File: src/core/sssc_regs.vh
// register offsets, field positions and reset values of the switch status
// and sequencer configuration bank; definitions only
`ifndef SSSC_REGS_VH
`define SSSC_REGS_VH

`define SSSC_ADDR_SWITCH_FLAGS 7'h41
`define SSSC_ADDR_SEQ_SETUP 7'h54
`define SSSC_ADDR_COIL_SCALE 7'h55
`define SSSC_ADDR_STALL_READ 7'h56
`define SSSC_ADDR_DRV_FLAGS 7'h57
`define SSSC_ADDR_CHOP_DIV 7'h59
`define SSSC_ADDR_STALL_THR 7'h5B

`define SSSC_FLG_STOP_L 0
`define SSSC_FLG_STOP_R 1
`define SSSC_FLG_LATCH_L 2
`define SSSC_FLG_LATCH_R 3
`define SSSC_FLG_COND_L 4
`define SSSC_FLG_COND_R 5
`define SSSC_FLG_STALL 6

`define SSSC_SEQ_LEN_LSB 0
`define SSSC_SEQ_LEN_MSB 3
`define SSSC_SEQ_HALT 8
`define SSSC_SEQ_RST 9'h000
`define SSSC_LEN_MAX 4'hB
`define SSSC_TABLE_FULL 14'h2000

`define SSSC_RUN_CUR_LSB 0
`define SSSC_RUN_CUR_MSB 4
`define SSSC_RUN_DECAY 7
`define SSSC_SB_CUR_LSB 8
`define SSSC_SB_CUR_MSB 12
`define SSSC_SB_DECAY 15
`define SSSC_SCALE_RST 24'h000090
`define SSSC_SCALE_FULL 5'h10
`define SSSC_SCALE_SHIFT 4

`define SSSC_CHOP_RST 12'h280
`define SSSC_CHOP_MIN 12'h060

`endif

File: src/core/sssc_sw_side.v
// one stop-switch input: polarity, edge detect, position-latch ready flag
// assumes the switch pin is already synchronous to i_clk
module sssc_sw_side (
  input wire i_clk,
  input wire i_srst,
  input wire i_ce,
  input wire i_pin,
  input wire i_pol_low,
  input wire i_latch_act_en,
  input wire i_latch_inact_en,
  input wire i_flag_clr,
  output wire o_active,
  output wire o_latch_hit,
  output reg o_ready_q
);
  reg prev_q;
  reg primed_q;
  wire rise;
  wire fall;

  assign o_active = i_pin ^ i_pol_low;
  // no edge until one sample is held: avoids a false latch after reset
  assign rise = primed_q & o_active & ~prev_q;
  assign fall = primed_q & ~o_active & prev_q;
  assign o_latch_hit = (rise & i_latch_act_en) | (fall & i_latch_inact_en);

  always @(posedge i_clk)
  begin
    if (i_srst)
    begin
      prev_q <= 1'b0;
      primed_q <= 1'b0;
      o_ready_q <= 1'b0;
    end
    else if (i_ce)
    begin
      prev_q <= o_active;
      primed_q <= 1'b1;
      if (o_latch_hit)
        o_ready_q <= 1'b1;
      else if (i_flag_clr)
        o_ready_q <= 1'b0;
    end
  end
endmodule // sssc_sw_side

File: src/core/sssc_bank.v
// switch status and microstep sequencer configuration register bank
// assumes a simple synchronous register port and synchronous inputs;
// switch-mode bits arrive as inputs from the configuration register outside
`include "sssc_regs.vh"

// Summary of operation
// - bits 0,1 show live left/right switch state
// - bit 2 left latch ready, read clears
// - bit 3 right latch ready, read clears
// - bits 4,5 live stop-condition status
// - bit 6 stall stop flag, read clears
// - table length code selects entries per period
// - microstep resolution is quarter table length
// - bit 8 halts the sequencer
// - 0x56 reads latest driver stall value
// - 0x57 reads driver error, prewarning, stall
// - 0x59 write-only chopper divider, reset 640
// - chopper divider never held below 96
// - run current scales sine, 16 full, 0 off
// - standby current used after standstill delay
// - latch ramp position on enabled switch edge
module sssc_bank #(
  parameter SINE_W = 12,
  parameter POS_W = 32,
  parameter DLY_W = 24
) (
  input wire i_clk,
  input wire i_srst,
  input wire i_ce,
  input wire i_wr_en,
  input wire i_rd_en,
  input wire [6:0] i_addr,
  input wire [31:0] i_wdata,
  output reg [31:0] o_rdata,
  output reg o_rd_valid,
  input wire i_stop_l,
  input wire i_stop_r,
  input wire i_pol_stop_l,
  input wire i_pol_stop_r,
  input wire i_latch_l_act,
  input wire i_latch_l_inact,
  input wire i_latch_r_act,
  input wire i_latch_r_inact,
  input wire i_stop_cond_l,
  input wire i_stop_cond_r,
  input wire i_stall_halt_event,
  input wire [POS_W-1:0] i_ramp_pos,
  output reg [POS_W-1:0] o_latch_pos,
  output reg o_latch_strobe,
  input wire [2:0] i_drv_stall_value,
  input wire i_drv_error,
  input wire i_drv_otpw,
  input wire i_drv_stall,
  input wire i_standstill,
  input wire [DLY_W-1:0] i_stdby_delay,
  input wire signed [SINE_W-1:0] i_sine_a,
  input wire signed [SINE_W-1:0] i_sine_b,
  output reg signed [SINE_W-1:0] o_coil_a,
  output reg signed [SINE_W-1:0] o_coil_b,
  output reg o_coil_en,
  output reg o_blended_decay,
  output reg o_standby_active,
  output wire [3:0] o_table_len_sel,
  output wire [13:0] o_table_entries,
  output wire [11:0] o_ustep_res,
  output wire o_seq_halt,
  output wire [11:0] o_chop_div,
  output wire [2:0] o_stall_thresh
);
  // ------------------------------------------------------------
  // helpers
  // ------------------------------------------------------------
  // codes above full stepping are held at full stepping
  function [3:0] len_clamp;
    input [3:0] code;
    begin
      len_clamp = (code > `SSSC_LEN_MAX) ? `SSSC_LEN_MAX : code;
    end
  endfunction

  // n/16 of the sine entry; codes above 16 act as full scale
  function signed [SINE_W-1:0] scale_sine;
    input signed [SINE_W-1:0] s;
    input [4:0] n;
    reg [4:0] nc;
    reg signed [SINE_W+5:0] prod;
    begin
      nc = (n > `SSSC_SCALE_FULL) ? `SSSC_SCALE_FULL : n;
      prod = s * $signed({1'b0, nc});
      scale_sine = prod[SINE_W+`SSSC_SCALE_SHIFT-1:`SSSC_SCALE_SHIFT];
    end
  endfunction

  // ------------------------------------------------------------
  // switch inputs
  // ------------------------------------------------------------
  wire rd_flags = i_rd_en & (i_addr == `SSSC_ADDR_SWITCH_FLAGS);
  wire act_l;
  wire act_r;
  wire hit_l;
  wire hit_r;
  wire rdy_l;
  wire rdy_r;
  reg stall_flag_q;

  sssc_sw_side u_left (
    .i_clk(i_clk),
    .i_srst(i_srst),
    .i_ce(i_ce),
    .i_pin(i_stop_l),
    .i_pol_low(i_pol_stop_l),
    .i_latch_act_en(i_latch_l_act),
    .i_latch_inact_en(i_latch_l_inact),
    .i_flag_clr(rd_flags),
    .o_active(act_l),
    .o_latch_hit(hit_l),
    .o_ready_q(rdy_l)
  );

  sssc_sw_side u_right (
    .i_clk(i_clk),
    .i_srst(i_srst),
    .i_ce(i_ce),
    .i_pin(i_stop_r),
    .i_pol_low(i_pol_stop_r),
    .i_latch_act_en(i_latch_r_act),
    .i_latch_inact_en(i_latch_r_inact),
    .i_flag_clr(rd_flags),
    .o_active(act_r),
    .o_latch_hit(hit_r),
    .o_ready_q(rdy_r)
  );

  // a hit on either side, or on both in one cycle, latches the same ramp position; one latch register only
  always @(posedge i_clk)
  begin
    if (i_srst)
    begin
      o_latch_pos <= {POS_W{1'b0}};
      o_latch_strobe <= 1'b0;
      stall_flag_q <= 1'b0;
    end
    else if (i_ce)
    begin
      o_latch_strobe <= hit_l | hit_r;
      if (hit_l | hit_r)
        o_latch_pos <= i_ramp_pos;
      if (i_stall_halt_event)
        stall_flag_q <= 1'b1;
      else if (rd_flags)
        stall_flag_q <= 1'b0;
    end
  end

  wire [6:0] flags_word;
  assign flags_word[`SSSC_FLG_STOP_L] = act_l;
  assign flags_word[`SSSC_FLG_STOP_R] = act_r;
  assign flags_word[`SSSC_FLG_LATCH_L] = rdy_l;
  assign flags_word[`SSSC_FLG_LATCH_R] = rdy_r;
  assign flags_word[`SSSC_FLG_COND_L] = i_stop_cond_l;
  assign flags_word[`SSSC_FLG_COND_R] = i_stop_cond_r;
  assign flags_word[`SSSC_FLG_STALL] = stall_flag_q;

  // ------------------------------------------------------------
  // configuration registers
  // ------------------------------------------------------------
  reg [8:0] seq_setup_q;
  reg [23:0] coil_scale_q;
  reg [11:0] chop_div_q;
  reg [2:0] stall_thr_q;

  always @(posedge i_clk)
  begin
    if (i_srst)
    begin
      seq_setup_q <= `SSSC_SEQ_RST;
      coil_scale_q <= `SSSC_SCALE_RST;
      chop_div_q <= `SSSC_CHOP_RST;
      stall_thr_q <= 3'h0;
    end
    else if (i_ce & i_wr_en)
    begin
      case (i_addr)
        `SSSC_ADDR_SEQ_SETUP: seq_setup_q <= i_wdata[8:0];
        `SSSC_ADDR_COIL_SCALE: coil_scale_q <= i_wdata[23:0];
        `SSSC_ADDR_CHOP_DIV:
        begin
          // too-small requests are raised to the floor, not ignored
          if (i_wdata[11:0] < `SSSC_CHOP_MIN)
            chop_div_q <= `SSSC_CHOP_MIN;
          else
            chop_div_q <= i_wdata[11:0];
        end
        `SSSC_ADDR_STALL_THR: stall_thr_q <= i_wdata[2:0];
        default: ;
      endcase
    end
  end

  assign o_table_len_sel = len_clamp(seq_setup_q[`SSSC_SEQ_LEN_MSB:`SSSC_SEQ_LEN_LSB]);
  assign o_table_entries = `SSSC_TABLE_FULL >> o_table_len_sel;
  assign o_ustep_res = o_table_entries[13:2];
  assign o_seq_halt = seq_setup_q[`SSSC_SEQ_HALT];
  assign o_chop_div = chop_div_q;
  assign o_stall_thresh = stall_thr_q;

  // ------------------------------------------------------------
  // coil current scaling with standby switch-over
  // ------------------------------------------------------------
  reg [DLY_W-1:0] still_cnt_q;
  wire [4:0] run_current_scale = coil_scale_q[`SSSC_RUN_CUR_MSB:`SSSC_RUN_CUR_LSB];
  wire [4:0] standby_current_scale = coil_scale_q[`SSSC_SB_CUR_MSB:`SSSC_SB_CUR_LSB];
  wire run_blended_decay = coil_scale_q[`SSSC_RUN_DECAY];
  wire standby_blended_decay = coil_scale_q[`SSSC_SB_DECAY];
  wire still_done = (still_cnt_q >= i_stdby_delay);
  wire [4:0] cur_scale = still_done ? standby_current_scale : run_current_scale;

  always @(posedge i_clk)
  begin
    if (i_srst)
    begin
      still_cnt_q <= {DLY_W{1'b0}};
      o_standby_active <= 1'b0;
      o_coil_a <= {SINE_W{1'b0}};
      o_coil_b <= {SINE_W{1'b0}};
      o_coil_en <= 1'b0;
      o_blended_decay <= 1'b0;
    end
    else if (i_ce)
    begin
      // any motion restarts the standstill wait
      if (!i_standstill)
        still_cnt_q <= {DLY_W{1'b0}};
      else if (!still_done)
        still_cnt_q <= still_cnt_q + {{(DLY_W-1){1'b0}}, 1'b1};
      o_standby_active <= i_standstill & still_done;
      o_coil_a <= scale_sine(i_sine_a, i_standstill & still_done ? standby_current_scale
                                                                  : run_current_scale);
      o_coil_b <= scale_sine(i_sine_b, (i_standstill & still_done) ? cur_scale
                                                                    : run_current_scale);
      o_coil_en <= (i_standstill & still_done) ? (standby_current_scale != 5'h00)
                                               : (run_current_scale != 5'h00);
      o_blended_decay <= (i_standstill & still_done) ? standby_blended_decay
                                                     : run_blended_decay;
    end
  end

  // ------------------------------------------------------------
  // read port: write-only and unmapped offsets read zero
  // ------------------------------------------------------------
  always @(posedge i_clk)
  begin
    if (i_srst)
    begin
      o_rdata <= 32'h00000000;
      o_rd_valid <= 1'b0;
    end
    else if (i_ce)
    begin
      o_rd_valid <= i_rd_en;
      if (i_rd_en)
      begin
        case (i_addr)
          `SSSC_ADDR_SWITCH_FLAGS: o_rdata <= {25'h0, flags_word};
          `SSSC_ADDR_SEQ_SETUP: o_rdata <= {23'h0, seq_setup_q};
          `SSSC_ADDR_STALL_READ: o_rdata <= {29'h0, i_drv_stall_value};
          `SSSC_ADDR_DRV_FLAGS:
            o_rdata <= {29'h0, i_drv_stall, i_drv_otpw, i_drv_error};
          default: o_rdata <= 32'h00000000;
        endcase
      end
    end
  end
endmodule // sssc_bank

File: config.mk
export PLATFORM = sky130hd
export DESIGN_NAME = sssc_bank
export DESIGN_NICKNAME = d
export VERILOG_FILES = /design/src/core/sssc_sw_side.v /design/src/core/sssc_bank.v
export VERILOG_INCLUDE_DIRS = /design/src /design/src/core
export SDC_FILE = /design/constraint.sdc
export NUM_CORES = 1
export LEC_CHECK = 0
export BUFFER_PORTS_ARGS = -buffer_cell sky130_fd_sc_hd__buf_2
export CAP_MARGIN = 30
export CORE_MARGIN = 5
export CORE_UTILIZATION = 54
export CTS_CLUSTER_DIAMETER = 80
export DETAILED_ROUTE_END_ITERATION = 10
export PLACE_DENSITY = 0.92
export SLEW_MARGIN = 30
export SYNTH_ARGS = -nofsm -noshare
export SYNTH_HDL_FRONTEND = slang
export SYNTH_SLANG_ARGS = --single-unit
export TNS_END_PERCENT = 50
File: constraint.sdc
create_clock -name i_clk -period 10.2 [get_ports i_clk]
set_input_delay 2.04 -clock i_clk [delete_from_list [all_inputs] [get_ports i_clk]]
set_output_delay 2.04 -clock i_clk [all_outputs]
set_load 0.02 [all_outputs]
==> report_table.html, run 1 <==
<table>
<tr><th>Metric</th><th>Value</th></tr>
<tr><th colspan="2">Floorplan</th></tr>
<tr><td>Number of top-level pins</td><td>approximately 280</td></tr>
<tr><td>Height of the die</td><td>between 100 and 150 um</td></tr>
<tr><td>Floorplan die area</td><td>~0.022 mm2</td></tr>
<tr><td>Die Width</td><td>148.4 um</td></tr>
<tr><td>Total number of placement rows</td><td>50</td></tr>
<tr><td>Effective utilization at floorplan</td><td>0.5513</td></tr>
<tr><td>Core Box Area</td><td>0.01877 mm2</td></tr>
<tr><th colspan="2">Global route</th></tr>
<tr><td>Total routing usage reported by global routing</td><td>0.2437</td></tr>
<tr><td>Total gr overflow</td><td>0</td></tr>
<tr><td>Pin count of the biggest net entering global routing</td><td>between 70 and 80</td></tr>
<tr><td>Number of global-route vias before repair</td><td>around 9,300</td></tr>
<tr><td>Global-route wire length before repair</td><td>roughly 44 mm</td></tr>
<tr><td>Number of antenna violations at the first check in global routing</td><td>1</td></tr>
<tr><th colspan="2">CTS</th></tr>
<tr><td>CTS resizes</td><td>0</td></tr>
<tr><td>CTS tree</td><td>built</td></tr>
<tr><td>Setup Buffers After CTS</td><td>0</td></tr>
<tr><td>Clock buffers created by TritonCTS</td><td>17</td></tr>
<tr><td>Number of H-tree levels</td><td>4</td></tr>
<tr><td>Insertion delay to the later sink of the worst-skew pair</td><td>0.43 ns</td></tr>
<tr><td>Cell at the root of the clock tree</td><td>clkbuf_16</td></tr>
<tr><td>Reg clk slew, reported paths</td><td>around 0.070 ns</td></tr>
<tr><td>Number of buffers inserted by hold repair at cts</td><td>0</td></tr>
<tr><td>Sink Count</td><td>between 100 and 150</td></tr>
<tr><td>CTS max path bufs</td><td>2</td></tr>
<tr><th colspan="2">Route</th></tr>
<tr><td>DRT Pass-1 Iters</td><td>5</td></tr>
<tr><td>Post-detailed-route count of antenna-violating nets</td><td>0</td></tr>
<tr><td>Number of remaining DRC errors</td><td>0</td></tr>
<tr><td>Routed Wire Length</td><td>around 27 mm</td></tr>
<tr><td>First DRT Iteration DRCs</td><td>357</td></tr>
<tr><td>Routed via count divided by cell count</td><td>approximately 5.5</td></tr>
<tr><td>Routed wire per std cell</td><td>roughly 16 um</td></tr>
<tr><td>Via count</td><td>9,031</td></tr>
<tr><th colspan="2">Setup path</th></tr>
<tr><td>Largest delay share family, worst path</td><td>compound AO/OA/AOI/OAI gates</td></tr>
<tr><td>Critical path startpoint category</td><td>input pin</td></tr>
<tr><td>Data arrival at the endpoint of the critical path</td><td>9.11 ns</td></tr>
<tr><td>Worst Path Required</td><td>about 11 ns</td></tr>
<tr><td>Crit Path Max Fanout</td><td>12</td></tr>
<tr><td>Slowest cell delay on critical path</td><td>roughly 0.70 ns</td></tr>
<tr><td>Crit. End Element</td><td>flip-flop</td></tr>
<tr><td>Combined buffer and inverter count along the critical path</td><td>3</td></tr>
<tr><td>Cell with the largest stage delay on the worst path</td><td>o21ai_1</td></tr>
<tr><td>Critical path class</td><td>in2reg</td></tr>
<tr><th colspan="2">Yosys</th></tr>
<tr><td>#FFs+latches synth</td><td>about 140</td></tr>
<tr><td>Gate count of the mapped netlist</td><td>between 1,000 and 1,500</td></tr>
<tr><td>Sequential share of the synthesized area</td><td>0.2632</td></tr>
<tr><td>Number of library cell types mapped by synthesis</td><td>70</td></tr>
<tr><td>Number of synthesized flops with an enable pin</td><td>0</td></tr>
<tr><td>Share of synthesized registers carrying an async set or reset</td><td>0</td></tr>
<tr><td>Syn. warnings</td><td>0</td></tr>
<tr><td>Avg Cell Area, Syn</td><td>8.607 um2</td></tr>
<tr><td>Synthesized area</td><td>approximately 0.010 mm2</td></tr>
<tr><td>Primary FF master, synth</td><td>dfxtp_1</td></tr>
<tr><th colspan="2">Layout</th></tr>
<tr><td>Layout fillers</td><td>1,483</td></tr>
<tr><td>Antenna diode count</td><td>0</td></tr>
<tr><td>Number of nets in the layout</td><td>around 1,700</td></tr>
<tr><td>Fraction of layout cells with a size suffix above 1</td><td>0.2093</td></tr>
<tr><td>Area growth from synthesis to layout</td><td>17.58%</td></tr>
<tr><th colspan="2">STA</th></tr>
<tr><td>Worst max-slew margin expressed relative to the limit</td><td>0.3943</td></tr>
<tr><td>Tightest Pin Transition</td><td>roughly 0.90 ns</td></tr>
<tr><td>Min Tclk post-route</td><td>about 9 ns</td></tr>
<tr><td>PnR worst setup slack</td><td>~1.4 ns</td></tr>
<tr><td>Final setup TNS</td><td>0 ns</td></tr>
<tr><td>Top achievable clock speed</td><td>~0.11 GHz</td></tr>
<tr><td>Hold Violations, Final</td><td>0</td></tr>
<tr><td>Worst Clk Skew</td><td>around 0.017 ns</td></tr>
<tr><td>Max-slew violation total from the final report</td><td>0</td></tr>
<tr><td>Setup repair after global routing missed its margin</td><td>no</td></tr>
<tr><td>Crit share post-route</td><td>0.8603</td></tr>
<tr><td>Final count of negative-setup-slack endpoints</td><td>0</td></tr>
<tr><th colspan="2">Placement</th></tr>
<tr><td>HPWL reported at the end of detailed placement</td><td>between 20 and 25 mm</td></tr>
<tr><td>GPL Wtd Cong</td><td>0.8659</td></tr>
<tr><td>Number of buffers inserted by port buffering</td><td>237</td></tr>
<tr><td>Place WS</td><td>approximately 1 ns</td></tr>
<tr><th colspan="2">Pwr</th></tr>
<tr><td>Power density over cell area</td><td>112.9 mW/mm2</td></tr>
<tr><td>Maximum ir drop on the vdd rail</td><td>roughly 110 uV</td></tr>
<tr><td>Leak pwr</td><td>6.401 nW</td></tr>
<tr><th colspan="2">Flow run</th></tr>
<tr><td>Count of maximum capacitance violations</td><td>0</td></tr>
<tr><th colspan="2">Min path</th></tr>
<tr><td>Worst hold path class</td><td>reg2reg</td></tr>
<tr><th colspan="2">Status</th></tr>
<tr><td>Run status</td><td>finished, final reports clean</td></tr>
</table>
## layout make-up
cell class	instances	area (um2)	area share
Timing Repair Buffer	245	1249	0.1026
Sequential cell	136	2723	0.2238
Multi-Input combinational cell	863	6733	0.5534
Clock buffer	17	425.4	0.03497
Tap cell	234	292.8	0.02407
Clock inverter	15	206.4	0.01697
Inverter	143	536.8	0.04412
## path summary, 6_finish.rpt
path,cells after the start,start,endpoint,slack (ns)
min reg2reg,2,o_chop_div[3]$_SDFFE_PP0P_,o_chop_div[3]$_SDFFE_PP0P_,0.45
max,27,i_stdby_delay[6],o_coil_a[11]$_SDFFE_PP0P_,1.43
min,2,o_chop_div[3]$_SDFFE_PP0P_,o_chop_div[3]$_SDFFE_PP0P_,0.45
max reg2reg,25,still_cnt_q[19]$_SDFFE_PP0P_,o_coil_a[11]$_SDFFE_PP0P_,2.76
## synthesized netlist by cell type (all sizes together), types with 6 or more instances
cell type / n / area, um2
a21oi: 50 / 257.8
a21o: 15 / 112.6
buf: 43 / 305.3
xor2: 16 / 140.1
and2: 62 / 387.9
nand3b: 6 / 45.04
a22oi: 11 / 82.58
nor2b: 28 / 175.2
dfxtp: 136 / 2723
nand4: 10 / 62.56
or3: 9 / 56.30
mux2i: 76 / 760.7
o21ai: 24 / 127.6
fa: 68 / 1361
xnor2: 26 / 227.7
and3: 16 / 100.1
nor2: 129 / 484.2
clkbuf: 41 / 153.9
nand2: 87 / 326.6
ha: 75 / 938.4
inv: 143 / 536.8
nand3: 27 / 135.1
nor4: 6 / 43.79
a211oi: 6 / 62.56
nand2b: 16 / 100.1
nor3: 8 / 40.04
## layout by cell type, fill, tap and decap left out, types with 26 or more instances in the layout
master	instances
mux2i_1	75
fa_1	68
ha_1	75
inv_1	143
and2_1	62
dfxtp_1	136
nor2_1	129
buf_2	236
xnor2_1	26
nand3_1	27
nor2b_1	28
a21oi_1	48
nand2_1	87
## metrics by stage
| step | cells | total power, mW | hold WS, ns | area (um2) | util |
|---|---|---|---|---|---|
| 3_3_place_gp | 1621 | 0.7181 | 0.4356 | 11530 | 0.6141 |
| 5_1_grt | 1653 | 1.427 | 0.4684 | 12170 | 0.6482 |
| 6_report | 1653 | 1.373 | 0.4532 | 12170 | 0.6482 |
| 4_1_cts | 1653 | 1.386 | 0.4595 | 12160 | 0.6478 |
| 2_1_floorplan | 1226 | 0.6685 | 0.4347 | 10440 | - |
| 3_5_place_dp | 1621 | 0.7249 | 0.4490 | 11530 | 0.6141 |
## cell families (layout without fill, tap and decap cells)
family,after synthesis,in the layout,synth area share
AO/OA/AOI/OAI,144,144,0.09469
XOR/XNOR,42,42,0.03555
adder cells (fa/ha/maj),143,143,0.2223
buffers and inverters,227,420,0.09626
flip-flops,136,136,0.2632
multiplexers,77,77,0.07462
other,1,25,0.0003625
AND/OR/NAND/NOR,432,432,0.2131
## where the power goes
group	switching [mW]	total (mW)	internal, mW
combinational	0.100	0.162	0.0621
clock	0.282	0.659	0.377
sequential	0.00739	0.551	0.544
## worst reg2reg max path, stage by stage (launching register included)
cell and delay, ns:
dfxtp_1 0.36, ha_1 0.33, nand4_1 0.17, nor4_2 0.36, nand2_1 0.12, and4_4 0.22
a21oi_2 0.37, mux2i_2 0.34, nand2_1 0.09, o21ai_1 0.70, nand2_1 0.20, fa_1 0.60
fa_1 0.44, fa_1 0.55, inv_1 0.04, ha_1 0.36, a21o_1 0.21, a21oi_1 0.23
nor2b_1 0.08, o21a_1 0.20, or3_1 0.35, a31o_2 0.23, nor4_1 0.21, o21ai_0 0.14
mux2_2 0.30, a21oi_1 0.14
## per-layer routing
| metal | GRT usage | part of all wire | wire (um) | vias to the layer above |
|---|---|---|---|---|
| li1 | - | - | - | 4314 |
| met2 | 0.4358 | 0.51 | 13650 | 346 |
| met3 | 0.06307 | 0.079 | 2105 | 56 |
| met4 | 0.08499 | 0.026 | 701 | 2 |
| met1 | 0.2822 | 0.38 | 10300 | 4313 |
| met5 | 0 | 0.00026 | 7 | - |
## sequential cells by signal, summed over array words and instances (netlist names), 3 cells and up
signal,count
coil_scale_q,12
o_latch_pos,32
o_coil_a,12
o_stall_thresh,3
seq_setup_q,9
o_chop_div,12
o_coil_b,12
o_rdata,9
still_cnt_q,24
Note: power is estimated with default switching activity, not from simulation.
==> run 2, diff against run 1 <==
- CORE_MARGIN: 5 -> 2
- PLACE_DENSITY: 0.92 -> unset
- PLACE_DENSITY_LB_ADDON: unset -> 0.1
==> report_table.html, run 2 (synthesis results as in run 1) <==
<table>
<tr><th>Metric</th><th>Value</th></tr>
<tr><th colspan="2">STA</th></tr>
<tr><td>Tightest Pin Transition</td><td>0.8393 ns</td></tr>
<tr><td>Min Tclk post-route</td><td>~8.7 ns</td></tr>
<tr><td>Final count of negative-setup-slack endpoints</td><td>0</td></tr>
<tr><td>Worst Clk Skew</td><td>0.009956 ns</td></tr>
<tr><td>Max-slew violation total from the final report</td><td>0</td></tr>
<tr><td>Crit share post-route</td><td>0.8499</td></tr>
<tr><td>Hold Violations, Final</td><td>0</td></tr>
<tr><td>Top achievable clock speed</td><td>~0.12 GHz</td></tr>
<tr><td>Final setup TNS</td><td>0 ns</td></tr>
<tr><td>Setup repair after global routing missed its margin</td><td>no</td></tr>
<tr><td>Worst max-slew margin expressed relative to the limit</td><td>0.4405</td></tr>
<tr><th colspan="2">Flow run</th></tr>
<tr><td>Count of maximum capacitance violations</td><td>0</td></tr>
<tr><th colspan="2">Setup path</th></tr>
<tr><td>Slowest cell delay on critical path</td><td>around 0.55 ns</td></tr>
<tr><td>Startpoint of the most critical register-to-register path</td><td>still_cnt_q[19]$_SDFFE_PP0P_</td></tr>
<tr><td>Critical path class</td><td>in2reg</td></tr>
<tr><td>Data arrival at the endpoint of the critical path</td><td>roughly 9 ns</td></tr>
<tr><td>Number of cell instances on the worst register-to-register path</td><td>26</td></tr>
<tr><td>Worst reg-to-reg setup slack</td><td>around 2.9 ns</td></tr>
<tr><td>Crit. End Element</td><td>flip-flop</td></tr>
<tr><td>Cell with the largest stage delay on the worst path</td><td>fa_1</td></tr>
<tr><td>Worst Path Required</td><td>around 11 ns</td></tr>
<tr><td>Worst flop-to-flop path endpoint</td><td>o_coil_b[8]$_SDFFE_PP0P_</td></tr>
<tr><td>Crit Path Max Fanout</td><td>25</td></tr>
<tr><td>Most common cell on crit path</td><td>a21o_1</td></tr>
<tr><td>Combined buffer and inverter count along the critical path</td><td>5</td></tr>
<tr><td>Critical path startpoint category</td><td>input pin</td></tr>
<tr><td>Largest delay share family, worst path</td><td>adder cells</td></tr>
<tr><th colspan="2">Min path</th></tr>
<tr><td>Worst hold path class</td><td>reg2reg</td></tr>
<tr><td>Count of cells along the worst hold path</td><td>2</td></tr>
<tr><td>Min-delay src</td><td>o_rdata[8]$_SDFFE_PP0P_</td></tr>
<tr><td>Hold Path Sink</td><td>o_rdata[8]$_SDFFE_PP0P_</td></tr>
<tr><th colspan="2">Layout</th></tr>
<tr><td>Number of nets in the layout</td><td>~1,700</td></tr>
<tr><td>Layout fillers</td><td>approximately 1,700</td></tr>
<tr><td>Fraction of layout cells with a size suffix above 1</td><td>0.2104</td></tr>
<tr><td>Most common cell after layout, fill and taps aside</td><td>buf_2</td></tr>
<tr><td>Area growth from synthesis to layout</td><td>17.98%</td></tr>
<tr><td>Register ranked first by flip-flop count</td><td>o_latch_pos</td></tr>
<tr><td>Most used cells in the layout excluding fill and tap cells</td><td>236 x buf_2, 143 x inv_1, 136 x dfxtp_1, 129 x nor2_1, 87 x nand2_1</td></tr>
<tr><td>Util after Layout</td><td>0.6504</td></tr>
<tr><td>Largest register FFs</td><td>32</td></tr>
<tr><td>Final std cells w/o fill</td><td>between 1,500 and 2,000</td></tr>
<tr><td>Largest registers</td><td>o_latch_pos: 32 flops, still_cnt_q: 24 flops</td></tr>
<tr><td>Design area</td><td>0.01221 mm2</td></tr>
<tr><th colspan="2">CTS</th></tr>
<tr><td>Clock buffers created by TritonCTS</td><td>17</td></tr>
<tr><td>Sink Count</td><td>approximately 140</td></tr>
<tr><td>Number of buffers inserted by hold repair at cts</td><td>0</td></tr>
<tr><td>CTS max path bufs</td><td>2</td></tr>
<tr><td>CTS tree</td><td>built</td></tr>
<tr><td>Number of H-tree levels</td><td>4</td></tr>
<tr><td>Reg clk slew, reported paths</td><td>about 0.06 ns</td></tr>
<tr><td>CTS resizes</td><td>0</td></tr>
<tr><td>Cell at the root of the clock tree</td><td>clkbuf_16</td></tr>
<tr><td>Insertion delay to the later sink of the worst-skew pair</td><td>roughly 0.42 ns</td></tr>
<tr><td>Setup Buffers After CTS</td><td>0</td></tr>
<tr><th colspan="2">Pwr</th></tr>
<tr><td>Maximum ir drop on the vdd rail</td><td>about 120 uV</td></tr>
<tr><td>PnR Total Power</td><td>between 1 and 1.5 mW</td></tr>
<tr><td>Leak pwr</td><td>about 6.4 nW</td></tr>
<tr><td>Power spent charging and discharging nets</td><td>~360 uW</td></tr>
<tr><td>Clock network power share</td><td>0.496</td></tr>
<tr><td>Sequential power share</td><td>0.391</td></tr>
<tr><td>Internal power</td><td>~1.0 mW</td></tr>
<tr><td>Fraction of power spent switching nets</td><td>0.2574</td></tr>
<tr><td>Power density over cell area</td><td>approximately 120 mW/mm2</td></tr>
<tr><td>Combinational Power Share</td><td>0.113</td></tr>
<tr><th colspan="2">Placement</th></tr>
<tr><td>HPWL reported at the end of detailed placement</td><td>18.79 mm</td></tr>
<tr><td>Placement-stage cell area</td><td>roughly 0.012 mm2</td></tr>
<tr><td>Number of buffers inserted by port buffering</td><td>237</td></tr>
<tr><td>GPL Wtd Cong</td><td>between 0.8 and 0.9</td></tr>
<tr><td>Total placed cells including tap cells</td><td>roughly 1,600</td></tr>
<tr><th colspan="2">Global route</th></tr>
<tr><td>Global-route wire length before repair</td><td>around 40 mm</td></tr>
<tr><td>Total routing usage reported by global routing</td><td>0.2485</td></tr>
<tr><td>Number of global-route vias before repair</td><td>approximately 8,500</td></tr>
<tr><td>Total gr overflow</td><td>0</td></tr>
<tr><td>Pin count of the biggest net entering global routing</td><td>between 80 and 90</td></tr>
<tr><td>Number of antenna violations at the first check in global routing</td><td>1</td></tr>
<tr><th colspan="2">Floorplan</th></tr>
<tr><td>Effective utilization at floorplan</td><td>0.5513</td></tr>
<tr><td>Total number of placement rows</td><td>50</td></tr>
<tr><td>Die Width</td><td>roughly 140 um</td></tr>
<tr><td>Floorplan die area</td><td>about 0.020 mm2</td></tr>
<tr><td>Core Box Area</td><td>~0.019 mm2</td></tr>
<tr><td>Height of the die</td><td>around 140 um</td></tr>
<tr><td>Number of top-level pins</td><td>around 280</td></tr>
<tr><th colspan="2">Status</th></tr>
<tr><td>Run status</td><td>finished, final reports clean</td></tr>
<tr><th colspan="2">Route</th></tr>
<tr><td>Number of remaining DRC errors</td><td>0</td></tr>
<tr><td>DRT Pass-1 Iters</td><td>4</td></tr>
<tr><td>Via count</td><td>around 8,600</td></tr>
<tr><td>Routed wire per std cell</td><td>between 10 and 15 um</td></tr>
<tr><td>Routed via count divided by cell count</td><td>roughly 5.2</td></tr>
<tr><td>Routed Wire Length</td><td>roughly 25 mm</td></tr>
<tr><td>Post-detailed-route count of antenna-violating nets</td><td>0</td></tr>
<tr><td>First DRT Iteration DRCs</td><td>310</td></tr>
</table>
## run 2: changes by cell type in the layout (fill, tap and decap cells not counted)
cell and delta:
clkinvlp_4 -1, o21ai_2 +1, inv_6 +1, o21ai_4 -1, diode_2 +1, bufinv_16 +3
clkinv_4 +2, inv_8 -3, clkinv_2 +1, buf_4 +2, clkinv_8 -3
## run 2: worst max-delay path by stage
stage                      start                        end  cells after the start
5_1_grt        i_stdby_delay[23]  o_coil_a[11]$_SDFFE_PP0P_                     28
3_5_place_dp    i_stdby_delay[6]   o_coil_b[8]$_SDFFE_PP0P_                     28
6_report       i_stdby_delay[23]   o_coil_b[8]$_SDFFE_PP0P_                     28
3_3_place_gp   i_stdby_delay[22]   o_coil_b[8]$_SDFFE_PP0P_                     28
2_1_floorplan  i_stdby_delay[22]  o_coil_a[11]$_SDFFE_PP0P_                     27
4_1_cts         i_stdby_delay[6]   o_coil_b[8]$_SDFFE_PP0P_                     28
## run 2: through the flow
step / hold WS [ns] / setup slack (ns)
after detailed placement: 0.4444 / 1.085
after CTS: 0.4526 / 1.511
after floorplan: 0.4347 / 1.980
after global routing: 0.4717 / 1.109
final: 0.4479 / 1.531
after global placement: 0.4350 / 1.180
## run 2: worst reg2reg max path, stage by stage, from the launching register on
cell	delay, ns
dfxtp_1	0.36
ha_1	0.33
nand4_1	0.16
nor4_2	0.36
nand2_1	0.12
and4_4	0.22
a21oi_2	0.38
mux2i_2	0.29
buf_4	0.32
nand3_1	0.11
o21ai_1	0.35
buf_4	0.31
nand2_1	0.10
fa_1	0.55
fa_1	0.45
fa_1	0.55
inv_1	0.04
ha_1	0.35
a21o_1	0.19
a21o_1	0.20
a21o_1	0.18
a21o_1	0.17
a21oi_1	0.14
o31a_1	0.26
o21ai_1	0.12
and4bb_2	0.22
or3_1	0.35
## run 2: layer usage
| metal | global-route usage | up-vias | wire length (um) |
|---|---|---|---|
| li1 | - | 4312 | - |
| met1 | 0.3080 | 4042 | 10880 |
| met2 | 0.4345 | 214 | 11980 |
| met3 | 0.05888 | 22 | 1446 |
| met4 | 0.06670 | 0 | 287 |
| met5 | 0 | - | 0 |
## run 2: power by group through the flow
stage / Sequential [mW] / Combinational [mW] / Clock [mW]
floorplan: 0.576 / 0.0930 / 0
global placement: 0.563 / 0.158 / 0
detailed placement: 0.563 / 0.160 / 0
CTS: 0.551 / 0.161 / 0.708
global route: 0.552 / 0.178 / 0.732
finish: 0.551 / 0.159 / 0.699
## run 2: final cells by class
cell class | instances | area (um2) | area share
timing repair buffer | 247 | 1264 | 0.1035
sequential | 136 | 2723 | 0.2230
antenna | 1 | 2.502 | 0.0002050
clock buffer | 17 | 425.4 | 0.03485
tap | 234 | 292.8 | 0.02399
clock inverter | 15 | 237.7 | 0.01948
multi-input combinational | 863 | 6725 | 0.5509
inverter | 143 | 536.8 | 0.04397
